==> config.mk <==
export PLATFORM = sky130hd
export DESIGN_NAME = ume_engine
export DESIGN_NICKNAME = d
export VERILOG_FILES = /design/src/ume_pkg.sv /design/src/ume_engine.sv /design/src/ume_mcycle.sv
export SDC_FILE = /design/constraint.sdc
export NUM_CORES = 1
export LEC_CHECK = 0
export ABC_CLOCK_PERIOD_IN_PS = 5200
export BUFFER_PORTS_ARGS = -buffer_cell sky130_fd_sc_hd__buf_2
export CORE_ASPECT_RATIO = 0.5
export CORE_MARGIN = 4
export CORE_UTILIZATION = 40
export DETAILED_ROUTE_END_ITERATION = 6
export HOLD_SLACK_MARGIN = 0.1
export PLACE_DENSITY = 0.57
export SLEW_MARGIN = 30
export SYNTH_ARGS = -nofsm -noshare
export SYNTH_HDL_FRONTEND = slang
export SYNTH_SLANG_ARGS = --single-unit
==> constraint.sdc <==
create_clock -name I_CLK -period 5.2 [get_ports I_CLK]
set_input_delay 0.78 -clock I_CLK [delete_from_list [all_inputs] [get_ports I_CLK]]
set_output_delay 0.78 -clock I_CLK [all_outputs]
set_load 0.005 [all_outputs]
==> src/ume_pkg.sv <==
// Shared constants for the mode 0 / mode 1 serial engine.
`default_nettype none
package ume_pkg;
	// ==========================================================
	// Register map on the plain register port.
	localparam logic [1:0] REG_CTRL = 2'h0;  // Serial control register.
	localparam logic [1:0] REG_BUF  = 2'h1;  // Serial buffer.
	localparam logic [1:0] REG_PWR  = 2'h2;  // Power control register.

	// ==========================================================
	// Field positions in the serial control register.
	localparam int CTRL_MODE_HI = 7;  // Mode field, upper bit.
	localparam int CTRL_MODE_LO = 6;  // Mode field, lower bit.
	localparam int CTRL_FILTER  = 5;  // Multiprocessor filter bit.
	localparam int CTRL_RXEN    = 4;  // Receive enable bit.
	localparam int CTRL_NINTH   = 2;  // Received ninth (stop) bit.
	localparam int CTRL_TXDONE  = 1;  // Transmit done flag.
	localparam int CTRL_RXDONE  = 0;  // Receive done flag.
	localparam int PWR_DOUBLE   = 7;  // Baud doubling bit in power control.

	// ==========================================================
	// Reset values and mode encodings.
	localparam logic [1:0] MODE_SHIFT = 2'h0;      // Mode 0, synchronous shift.
	localparam logic [1:0] MODE_ASYNC = 2'h1;      // Mode 1, 10-bit frame.
	localparam logic [1:0] MODE_RST   = 2'h0;      // Mode after reset.
	localparam logic       DOUBLE_RST = 1'b0;      // Undoubled rate after reset.
	localparam logic [8:0] M0_RX_LOAD = 9'h0FE;    // Mode 0 receive preload.
	localparam logic [8:0] M1_RX_LOAD = 9'h1FF;    // Mode 1 receive preload.
	localparam logic [7:0] TX_MARK    = 8'h01;     // Marker next to the output bit.

	// ==========================================================
	// Machine cycle positions: state S1..S6 times two phases.
	localparam logic [3:0] POS_S1P1 = 4'h0;  // S1P1.
	localparam logic [3:0] POS_S3P1 = 4'h4;  // S3P1, shift clock falls.
	localparam logic [3:0] POS_S5P2 = 4'h9;  // S5P2, data pin sampled.
	localparam logic [3:0] POS_S6P2 = 4'hB;  // S6P2, shift edge.
	localparam logic [3:0] POS_LAST = 4'hB;  // Last position of a cycle.

	// ==========================================================
	// Divide-by-16 bit counter.
	localparam logic [3:0] DIV_LAST  = 4'hF;  // Rollover state.
	localparam logic [3:0] SMP_FIRST = 4'h7;  // First of three sample states.
	localparam int         SMP_COUNT = 3;     // Samples per bit time.
endpackage
`default_nettype wire

==> src/ume_engine.sv <==
// Serial engine for mode 0 (shift register) and mode 1 (10-bit frame).
//
// Functional notes
// - Mode 0 shifts 8 bits LSB first.
// - Mode 0 rate is CPU clock over twelve.
// - Mode 0 write loads marker, sends later.
// - Shift clock low S3-S5, high otherwise.
// - Transmit shifts right at S6P2, zero fill.
// - Marker at output ends send, sets flag.
// - Receive preloads 11111110 when enabled.
// - Receive shift clock toggles S3P1, S6P1.
// - Receive shifts left with S5P2 sample.
// - Preload zero at top ends reception.
// - Frame: start, 8 data LSB first, stop.
// - Mode 1 bit timing from timer overflow; send starts at S1P1.
// - Baud doubling bit clears at reset.
// - Mode 1 send starts after counter rollover.
// - Start bit, then data, then shifts.
// - Final shift ends send, sets flag.
// - Falling edge resets counter, preloads 1FFH.
// - Two of three samples decide bit.
// - Start bit not zero means restart.
// - Nine-bit receive shift, left, ends.
// - Load only if flag clear, stop valid or filter off.
// - After frame, watch for next edge.
// - Rate is overflow over 32 or 16.
//
// Local design decisions: the register offsets and strobed register access.
`timescale 1ns/100ps
`default_nettype none
module ume_engine
	import ume_pkg::*;
(
	input  wire logic       I_CLK,     // CPU clock.
	input  wire logic       I_RST,     // Synchronous reset, active high.
	input  wire logic [1:0] I_ADDR,    // Register address.
	input  wire logic [7:0] I_WDATA,   // Write data.
	input  wire logic       I_WR,      // Write strobe.
	input  wire logic       I_RD,      // Read strobe.
	output var  logic [7:0] O_RDATA,   // Read data, cycle after the strobe.
	input  wire logic       I_T1_OVF,  // Timer 1 overflow pulse.
	input  wire logic       I_RXD,     // Receive data pin, input side.
	output var  logic       O_RXD,     // Receive data pin, driven value.
	output var  logic       O_RXD_OE,  // Receive data pin, output enable.
	output var  logic       O_TXD,     // Transmit pin: frame or shift clock.
	output var  logic       O_SINT     // Serial interrupt request.
);
	// ==========================================================
	// Storage.
	logic [3:0] pos;           // Machine cycle position.
	logic [1:0] mode;          // Mode field.
	logic       filter;        // Multiprocessor filter bit.
	logic       rx_en;         // Receive enable bit.
	logic       ninth;         // Received stop bit.
	logic       tx_done;       // Transmit done flag.
	logic       rx_done;       // Receive done flag.
	logic       baud_double;   // Baud doubling bit.
	logic [7:0] serial_buffer; // Received byte.
	logic       rxd_meta;      // First synchroniser stage.
	logic       rxd_s;         // Synchronised receive pin.
	logic       rxd_prev;      // Pin value at the previous 16x tick.
	logic       pre;           // Overflow halving toggle.
	logic [3:0] cnt;           // Divide-by-16 counter.
	logic [8:0] tx_shift;      // Transmit shift register.
	logic       tx_pend;       // Transmission requested.
	logic       tx_go;         // Mode 1: rollover seen, start at S1P1.
	logic       send;          // Transmission active.
	logic       data_on;       // Mode 1: shift register drives the pin.
	logic       tx_last;       // Mode 0: final shift done.
	logic [8:0] rx_shift;      // Receive shift register.
	logic       rx0_act;       // Mode 0 reception active.
	logic       rx0_fin;       // Mode 0 final shift done.
	logic       m0_bit;        // Mode 0 pin sample from S5P2.
	logic       busy1;         // Mode 1 frame in progress.
	logic       first;         // Mode 1 still in the start bit.
	logic [SMP_COUNT-1:0] smp; // Mode 1 samples at states 7, 8, 9.

	// ==========================================================
	// Decoding.
	wire       m0       = (mode == MODE_SHIFT);
	wire       m1       = (mode == MODE_ASYNC);
	wire [3:0] pos_next = (pos == POS_LAST) ? POS_S1P1 : pos + 4'h1;
	wire       at_s1p1  = (pos == POS_S1P1);
	wire       at_s5p2  = (pos == POS_S5P2);
	wire       at_s6p2  = (pos == POS_S6P2);
	wire       wr_ctrl  = I_WR && (I_ADDR == REG_CTRL);
	wire       wr_buf   = I_WR && (I_ADDR == REG_BUF);
	wire       wr_pwr   = I_WR && (I_ADDR == REG_PWR);
	// A write while a transfer is requested or running is ignored.
	wire       tx_take  = wr_buf && !send && !tx_pend && !tx_go;
	// Doubling passes every overflow; otherwise every second one.
	wire       tick     = I_T1_OVF && (baud_double || pre);
	wire       rollover = tick && (cnt == DIV_LAST);
	wire       maj      = (smp[0] & smp[1]) | (smp[0] & smp[2]) | (smp[1] & smp[2]);
	wire       tx_end   = send && (tx_shift[8:1] == TX_MARK);
	wire       tx1_fin  = m1 && rollover && data_on && tx_end;
	wire       tx0_fin  = m0 && at_s1p1 && tx_last;
	wire       rx_edge  = m1 && rx_en && !busy1 && tick && rxd_prev && !rxd_s;
	wire       rx1_step = rollover && busy1;
	wire       rx1_fin  = rx1_step && !first && !rx_shift[8];
	wire       rx1_load = rx1_fin && !rx_done && (!filter || maj);
	wire       rx0_go   = m0 && rx_en && !rx_done && !rx0_act && !send && at_s6p2;
	wire       rx0_last = rx0_act && at_s6p2 && !rx_shift[7];
	wire       ti_set   = tx0_fin || tx1_fin;
	wire       ri_set   = (m0 && at_s1p1 && rx0_fin) || rx1_load;
	wire       clk_act  = send || rx0_act;
	wire       clk_low  = (pos_next >= POS_S3P1) && (pos_next <= POS_S5P2);
	// Shift clock window for the position now shown on the pin; checks only.
	wire       clk_low_now = (pos >= POS_S3P1) && (pos <= POS_S5P2);
	wire [7:0] fin_byte = m0 ? {rx_shift[6:0], m0_bit} : rx_shift[7:0];
	wire [7:0] rx_rev;

	// The shift register fills from the right, so the first bit ends on top.
	genvar gi;
	generate
		for (gi = 0; gi < 8; gi++) begin : g_rev
			assign rx_rev[gi] = fin_byte[7-gi];
		end
	endgenerate

	// ==========================================================
	// Machine cycle sequencer.
	ume_mcycle u_mcycle (
		.i_clk (I_CLK),
		.i_rst (I_RST),
		.o_pos (pos)
	);

	// ==========================================================
	// Pin synchroniser; only the second stage is ever looked at.
	always_ff @(posedge I_CLK) begin
		rxd_meta <= I_RXD;
		rxd_s    <= rxd_meta;
	end

	// ==========================================================
	// Control bits written by software.
	always_ff @(posedge I_CLK) begin
		if (I_RST) begin
			mode        <= MODE_RST;
			filter      <= 1'b0;
			rx_en       <= 1'b0;
			baud_double <= DOUBLE_RST;
		end else begin
			if (wr_ctrl) begin
				mode   <= I_WDATA[CTRL_MODE_HI:CTRL_MODE_LO];
				filter <= I_WDATA[CTRL_FILTER];
				rx_en  <= I_WDATA[CTRL_RXEN];
			end
			if (wr_pwr) begin
				baud_double <= I_WDATA[PWR_DOUBLE];
			end
		end
	end

	// Done flags: hardware sets, software writes either value; a hardware set wins.
	always_ff @(posedge I_CLK) begin
		if (I_RST) begin
			tx_done <= 1'b0;
			rx_done <= 1'b0;
		end else if (wr_ctrl) begin
			tx_done <= I_WDATA[CTRL_TXDONE] | ti_set;
			rx_done <= I_WDATA[CTRL_RXDONE] | ri_set;
		end else begin
			tx_done <= tx_done | ti_set;
			rx_done <= rx_done | ri_set;
		end
	end

	// Received byte and stop bit.
	always_ff @(posedge I_CLK) begin
		if (I_RST) begin
			serial_buffer <= 8'h00;
			ninth         <= 1'b0;
		end else if (rx0_last || rx1_load) begin
			serial_buffer <= rx_rev;
			if (rx1_load) begin
				ninth <= maj;
			end
		end
	end

	// ==========================================================
	// Bit-rate divider: overflow halving and divide-by-16 counter.
	always_ff @(posedge I_CLK) begin
		if (I_RST) begin
			pre      <= 1'b0;
			cnt      <= 4'h0;
			rxd_prev <= 1'b1;
		end else begin
			if (I_T1_OVF) begin
				pre <= ~pre;
			end
			if (tick) begin
				rxd_prev <= rxd_s;
			end
			// A start edge realigns the counter to the incoming bit times.
			if (rx_edge) begin
				cnt <= 4'h0;
			end else if (tick) begin
				cnt <= cnt + 4'h1;
			end
		end
	end

	// Three samples per bit time, one per entry.
	generate
		for (gi = 0; gi < SMP_COUNT; gi++) begin : g_smp
			always_ff @(posedge I_CLK) begin
				if (I_RST) begin
					smp[gi] <= 1'b1;
				end else if (tick && (cnt == SMP_FIRST + 4'(gi))) begin
					smp[gi] <= rxd_s;
				end
			end
		end
	endgenerate

	// ==========================================================
	// Transmitter for both modes.
	always_ff @(posedge I_CLK) begin
		if (I_RST) begin
			tx_shift <= 9'h000;
			tx_pend  <= 1'b0;
			tx_go    <= 1'b0;
			send     <= 1'b0;
			data_on  <= 1'b0;
			tx_last  <= 1'b0;
		end else if (tx_take) begin
			tx_shift <= {1'b1, I_WDATA};
			tx_pend  <= 1'b1;
		end else if (m0) begin
			// The first bit goes out at the next S6P2 after the write, at most one machine cycle later.
			if (tx_pend && at_s6p2) begin
				send    <= 1'b1;
				tx_pend <= 1'b0;
			end else if (send && at_s6p2 && !tx_last) begin
				tx_shift <= {1'b0, tx_shift[8:1]};
				tx_last  <= tx_end;
			end else if (tx0_fin) begin
				send    <= 1'b0;
				tx_last <= 1'b0;
			end
		end else if (m1) begin
			if (tx_pend && rollover) begin
				tx_go   <= 1'b1;
				tx_pend <= 1'b0;
			end else if (tx_go && at_s1p1) begin
				tx_go   <= 1'b0;
				send    <= 1'b1;
				data_on <= 1'b0;
			end else if (send && rollover) begin
				// Start bit until the next rollover, then data, then shifts.
				if (!data_on) begin
					data_on <= 1'b1;
				end else begin
					tx_shift <= {1'b0, tx_shift[8:1]};
					if (tx_end) begin
						send    <= 1'b0;
						data_on <= 1'b0;
					end
				end
			end
		end
	end

	// ==========================================================
	// Receiver for both modes, sharing one shift register.
	always_ff @(posedge I_CLK) begin
		if (I_RST) begin
			rx_shift <= M1_RX_LOAD;
			rx0_act  <= 1'b0;
			rx0_fin  <= 1'b0;
			m0_bit   <= 1'b1;
			busy1    <= 1'b0;
			first    <= 1'b0;
		end else if (m0) begin
			busy1 <= 1'b0;
			if (at_s5p2) begin
				m0_bit <= rxd_s;
			end
			if (rx0_go) begin
				rx_shift <= M0_RX_LOAD;
				rx0_act  <= 1'b1;
			end else if (rx0_act && at_s6p2 && !rx0_fin) begin
				rx_shift <= {rx_shift[7:0], m0_bit};
				rx0_fin  <= rx0_last;
			end else if (rx0_fin && at_s1p1) begin
				rx0_act <= 1'b0;
				rx0_fin <= 1'b0;
			end
		end else begin
			rx0_act <= 1'b0;
			rx0_fin <= 1'b0;
			if (rx_edge) begin
				rx_shift <= M1_RX_LOAD;
				busy1    <= 1'b1;
				first    <= 1'b1;
			end else if (rx1_step) begin
				if (first && maj) begin
					busy1 <= 1'b0;
				end else if (rx1_fin) begin
					busy1 <= 1'b0;
				end else begin
					rx_shift <= {rx_shift[7:0], maj};
					first    <= 1'b0;
				end
			end
		end
	end

	// ==========================================================
	// Pins. Registered so that every output comes from a flip-flop.
	always_ff @(posedge I_CLK) begin
		if (I_RST) begin
			O_TXD    <= 1'b1;
			O_RXD    <= 1'b1;
			O_RXD_OE <= 1'b0;
		end else begin
			O_RXD    <= tx_shift[0];
			O_RXD_OE <= m0 && send;
			if (m0) begin
				// The shift clock rate is fixed by the machine cycle alone.
				O_TXD <= !(clk_act && clk_low);
			end else if (m1 && send) begin
				O_TXD <= data_on ? tx_shift[0] : 1'b0;
			end else begin
				O_TXD <= 1'b1;
			end
		end
	end

	// ==========================================================
	// Register reads and interrupt request.
	always_ff @(posedge I_CLK) begin
		if (I_RST) begin
			O_RDATA <= 8'h00;
			O_SINT  <= 1'b0;
		end else begin
			O_SINT <= tx_done || rx_done;
			if (I_RD && (I_ADDR == REG_CTRL)) begin
				O_RDATA <= {mode, filter, rx_en, 1'b0, ninth, tx_done, rx_done};
			end else if (I_RD && (I_ADDR == REG_BUF)) begin
				O_RDATA <= serial_buffer;
			end else if (I_RD && (I_ADDR == REG_PWR)) begin
				O_RDATA <= {baud_double, 7'h00};
			end else begin
				O_RDATA <= 8'h00;
			end
		end
	end
endmodule
`default_nettype wire

==> src/ume_mcycle.sv <==
// Machine cycle sequencer: twelve clock positions, S1P1 through S6P2.
`timescale 1ns/100ps
`default_nettype none
module ume_mcycle
	import ume_pkg::*;
(
	input  wire logic       i_clk,  // CPU clock.
	input  wire logic       i_rst,  // Synchronous reset, active high.
	output var  logic [3:0] o_pos   // Current state and phase position.
);
	// ==========================================================
	// Position counter.

	// Walks S1P1..S6P2 and wraps; the engine reads all mode 0 timing and the mode 1 send start from it.
	always_ff @(posedge i_clk) begin
		if (i_rst) begin
			o_pos <= POS_S1P1;
		end else if (o_pos == POS_LAST) begin
			o_pos <= POS_S1P1;
		end else begin
			o_pos <= o_pos + 4'h1;
		end
	end
endmodule
`default_nettype wire

==> results.sh <==
export IMPL_cts_buffers=9
export IMPL_grt_ovfl_total=0
export IMPL_p_leak_nw=1.55
export IMPL_finalPower_w=0.00127
export IMPL_grt_pass1_wl_um=13000
export IMPL_tns_ps=0
export IMPL_routed_wl_um=7830
export IMPL_area_delta_synth_final_pct=14.8
export IMPL_worst_path_dominant_cell_family="compound AO/OA/AOI/OAI gates"
export IMPL_final_cell_mix="dfxtp_1 (71), nor2_1 (61), nand2_1 (39)"
export IMPL_synthArstFlopShare_pct=0
export IMPL_cp_slowest_cell="or2_1"
export IMPL_portBuffers=27
export IMPL_syn_cell_area_sq_um=3280
export IMPL_ant_nets=0
export IMPL_clk_latency_ps=340
export IMPL_cp_arrival_ps=2550
export IMPL_worst_setup_path_end_kind="flop"
export IMPL_avgSynthCellArea_sq_um=8.70
export IMPL_yosysTopAreaCell="dfxtp_1"
export IMPL_holdBufCountCts=0
export IMPL_io_pins=28
export IMPL_dp_cells=497
export IMPL_antenna_found_initial=0
export IMPL_cts_tree="yes"
export IMPL_dr_pass1_iters=4
export IMPL_setup_viol=0
export IMPL_syn_num_nets=400
export IMPL_path_max_fanout=18
export IMPL_startpoint_type="flop"
export IMPL_cpPeakStageDelay_ps=590
export IMPL_avgViaCountPerCell=5.26
export IMPL_synth_edf_count=0
export IMPL_fp_dieW_um=136
export IMPL_cts_max_path_buffers=2
export IMPL_detailed_place_hpwl_um=5650
export IMPL_final_common_cell="dfxtp_1"
export IMPL_nFillCells=793
export IMPL_cellPowerDensity_nw_per_um2=336
export IMPL_grt_usage_pct=17.0
export IMPL_synthCells=377
export IMPL_rsz0062_at_grt="false"
export IMPL_dieHeight_um=72.0
export IMPL_status="completed"
export IMPL_core_sq_um=8000
export IMPL_finClkSkew_ps=10.0
export IMPL_htree_levels=3
export IMPL_numClockSinks=71
export IMPL_worstHoldPathType="reg2reg"
export IMPL_vias=2692
export IMPL_path_clk_slew_ps=60
export IMPL_ir_worst_vdd_v=0.000163
export IMPL_cts_resized=0
export IMPL_synth_ff_type="dfxtp_1"
export IMPL_fin_crit_sh_pct=44.3
export IMPL_path_class="reg2reg"
export IMPL_fin_cells=512
export IMPL_cap_viol_max_count=0
export IMPL_cts_root_buf="clkbuf_16"
export IMPL_period_minus_slack_ps=2300
export IMPL_timing_critical_path_buf_inv=0
export IMPL_hold_violations=0
export IMPL_initial_core_util_pct=41.0
export IMPL_required_ps=5450
export IMPL_slew_viol_final=0
export IMPL_synth_top_area_share_pct=43.3
export IMPL_slew_headroom_pct=53.0
export IMPL_yosys_top_cells_area="dfxtp_1 (43%), mux2i_1 (9.5%), nor2_1 (7.1%), nand2_1 (4.5%), a21oi_1 (2.9%)"
export IMPL_synth_cell_types=53
export IMPL_yosysSeqAreaShare_pct=43.3
export IMPL_die_area_sq_um=9800
export IMPL_path_cells="or2_1 -> nor3_1 -> o21ai_2 -> mux2i_1 -> a211oi_1"
export IMPL_wl_per_cell_um=15.3
export IMPL_yosysWarnings=0
export IMPL_worstMarginPinSlew_ps=705
export IMPL_drt_initial_drc_count=178
export IMPL_clock_fmax_ghz=0.434
export IMPL_drive_gt1_share_pct=14.0
export IMPL_ys_seq_elements=71
export IMPL_place_congestion=0.842
export IMPL_drc_errors=0
export IMPL_nets=419
export IMPL_antenna_cells=0
export IMPL_grt_max_degree=39
export IMPL_grt_pass1_vias=2603
export IMPL_postCtsSetupRepairBufs=0
export IMPL_rows=23
==> kinds of logic after synthesis <==
family | count (synthesis) | share of synthesized area (%)
compound gates | 72 | 14.8
flops | 71 | 43.3
xor+xnor | 5 | 1.34
buf+inv | 30 | 4.46
simple gates | 160 | 23.6
mux | 31 | 9.46
fa+ha+maj | 8 | 2.97
==> registers in the layout, indices dropped and copies added, names as in the netlist, 2 cells and up <==
signal	cells
u_mcycle.o_pos	4
tx_shift	9
O_RDATA	8
serial_buffer	8
cnt	4
mode	2
smp	3
rx_shift	9
==> metal layers <==
metal | GRT usage (%) | wire [um] | vias up
met5 | 0 | 0 | -
met4 | 6.70 | 116 | 0
met3 | 4.99 | 477 | 11
met2 | 24.4 | 3180 | 60
met1 | 24.0 | 4060 | 1259
li1 | - | - | 1362
==> power breakdown <==
part           internal (W)  switching [W]
clock              0.000381       0.000233
combinational     0.0000319      0.0000483
sequential         0.000557      0.0000139
==> stage by stage <==
step / area (sq um) / hold WS (ps) / utilization [%] / setup slack [ps]
CTS: 3760 / 324 / 47.0 / 2880
finish: 3760 / 326 / 47.1 / 2900
detailed placement: 3460 / 312 / 43.3 / 2790
global route: 3760 / 350 / 47.1 / 2610
global placement: 3460 / 313 / 43.2 / 2810
floorplan: 3280 / 310 / - / 3090
==> area by class of cell <==
class	instances	area (sq um)	share of cell area, %
Tap cell	112	140	3.72
Clock buffer	10	239	6.35
Inverter	9	33.8	0.897
Multi-Input combinational cell	276	1720	45.7
Timing Repair Buffer	29	150	3.99
Sequential cell	71	1420	37.8
Clock inverter	5	58.8	1.56
==> worst register-to-register path, delay by kind of cell (launching register included) <==
family,cells,cell delay (ps)
compound gates,2,780
flops,1,540
simple gates,2,740
mux,1,160
==> worst paths after layout <==
kind | endpoint | start | cells after the start | slack (ps)
worst max-delay path | tx_shift[1]$_SDFFE_PP0P_ | mode[0]$_SDFFE_PP0P_ | 5 | 2900
worst min-delay path | rxd_s$_DFF_P_ | rxd_meta$_DFF_P_ | 0 | 330
worst max register to register | tx_shift[1]$_SDFFE_PP0P_ | mode[0]$_SDFFE_PP0P_ | 5 | 2900
worst min register to register | rxd_s$_DFF_P_ | rxd_meta$_DFF_P_ | 0 | 330
==> synthesized netlist by cell type, types with 2 or more instances <==
cell	count
nor2_1	62
o21ai_0	12
or4_1	2
or2_2	2
a311oi_1	8
a21oi_1	19
a311o_1	2
clkbuf_1	10
a32oi_1	2
a211oi_1	10
nand2b_1	6
nand4b_1	2
ha_1	7
mux2i_1	31
buf_2	6
xnor2_1	2
or3b_2	3
a21boi_0	3
xor2_1	3
nor4_1	4
nand3_1	9
nor3_1	8
nand3b_1	4
o21ai_2	2
inv_1	9
dfxtp_1	71
buf_6	3
o21a_1	2
a31oi_1	4
nor2b_1	4
nand2_1	39
nor3b_1	4
o31ai_1	2
(Power assumes the default switching activity.)
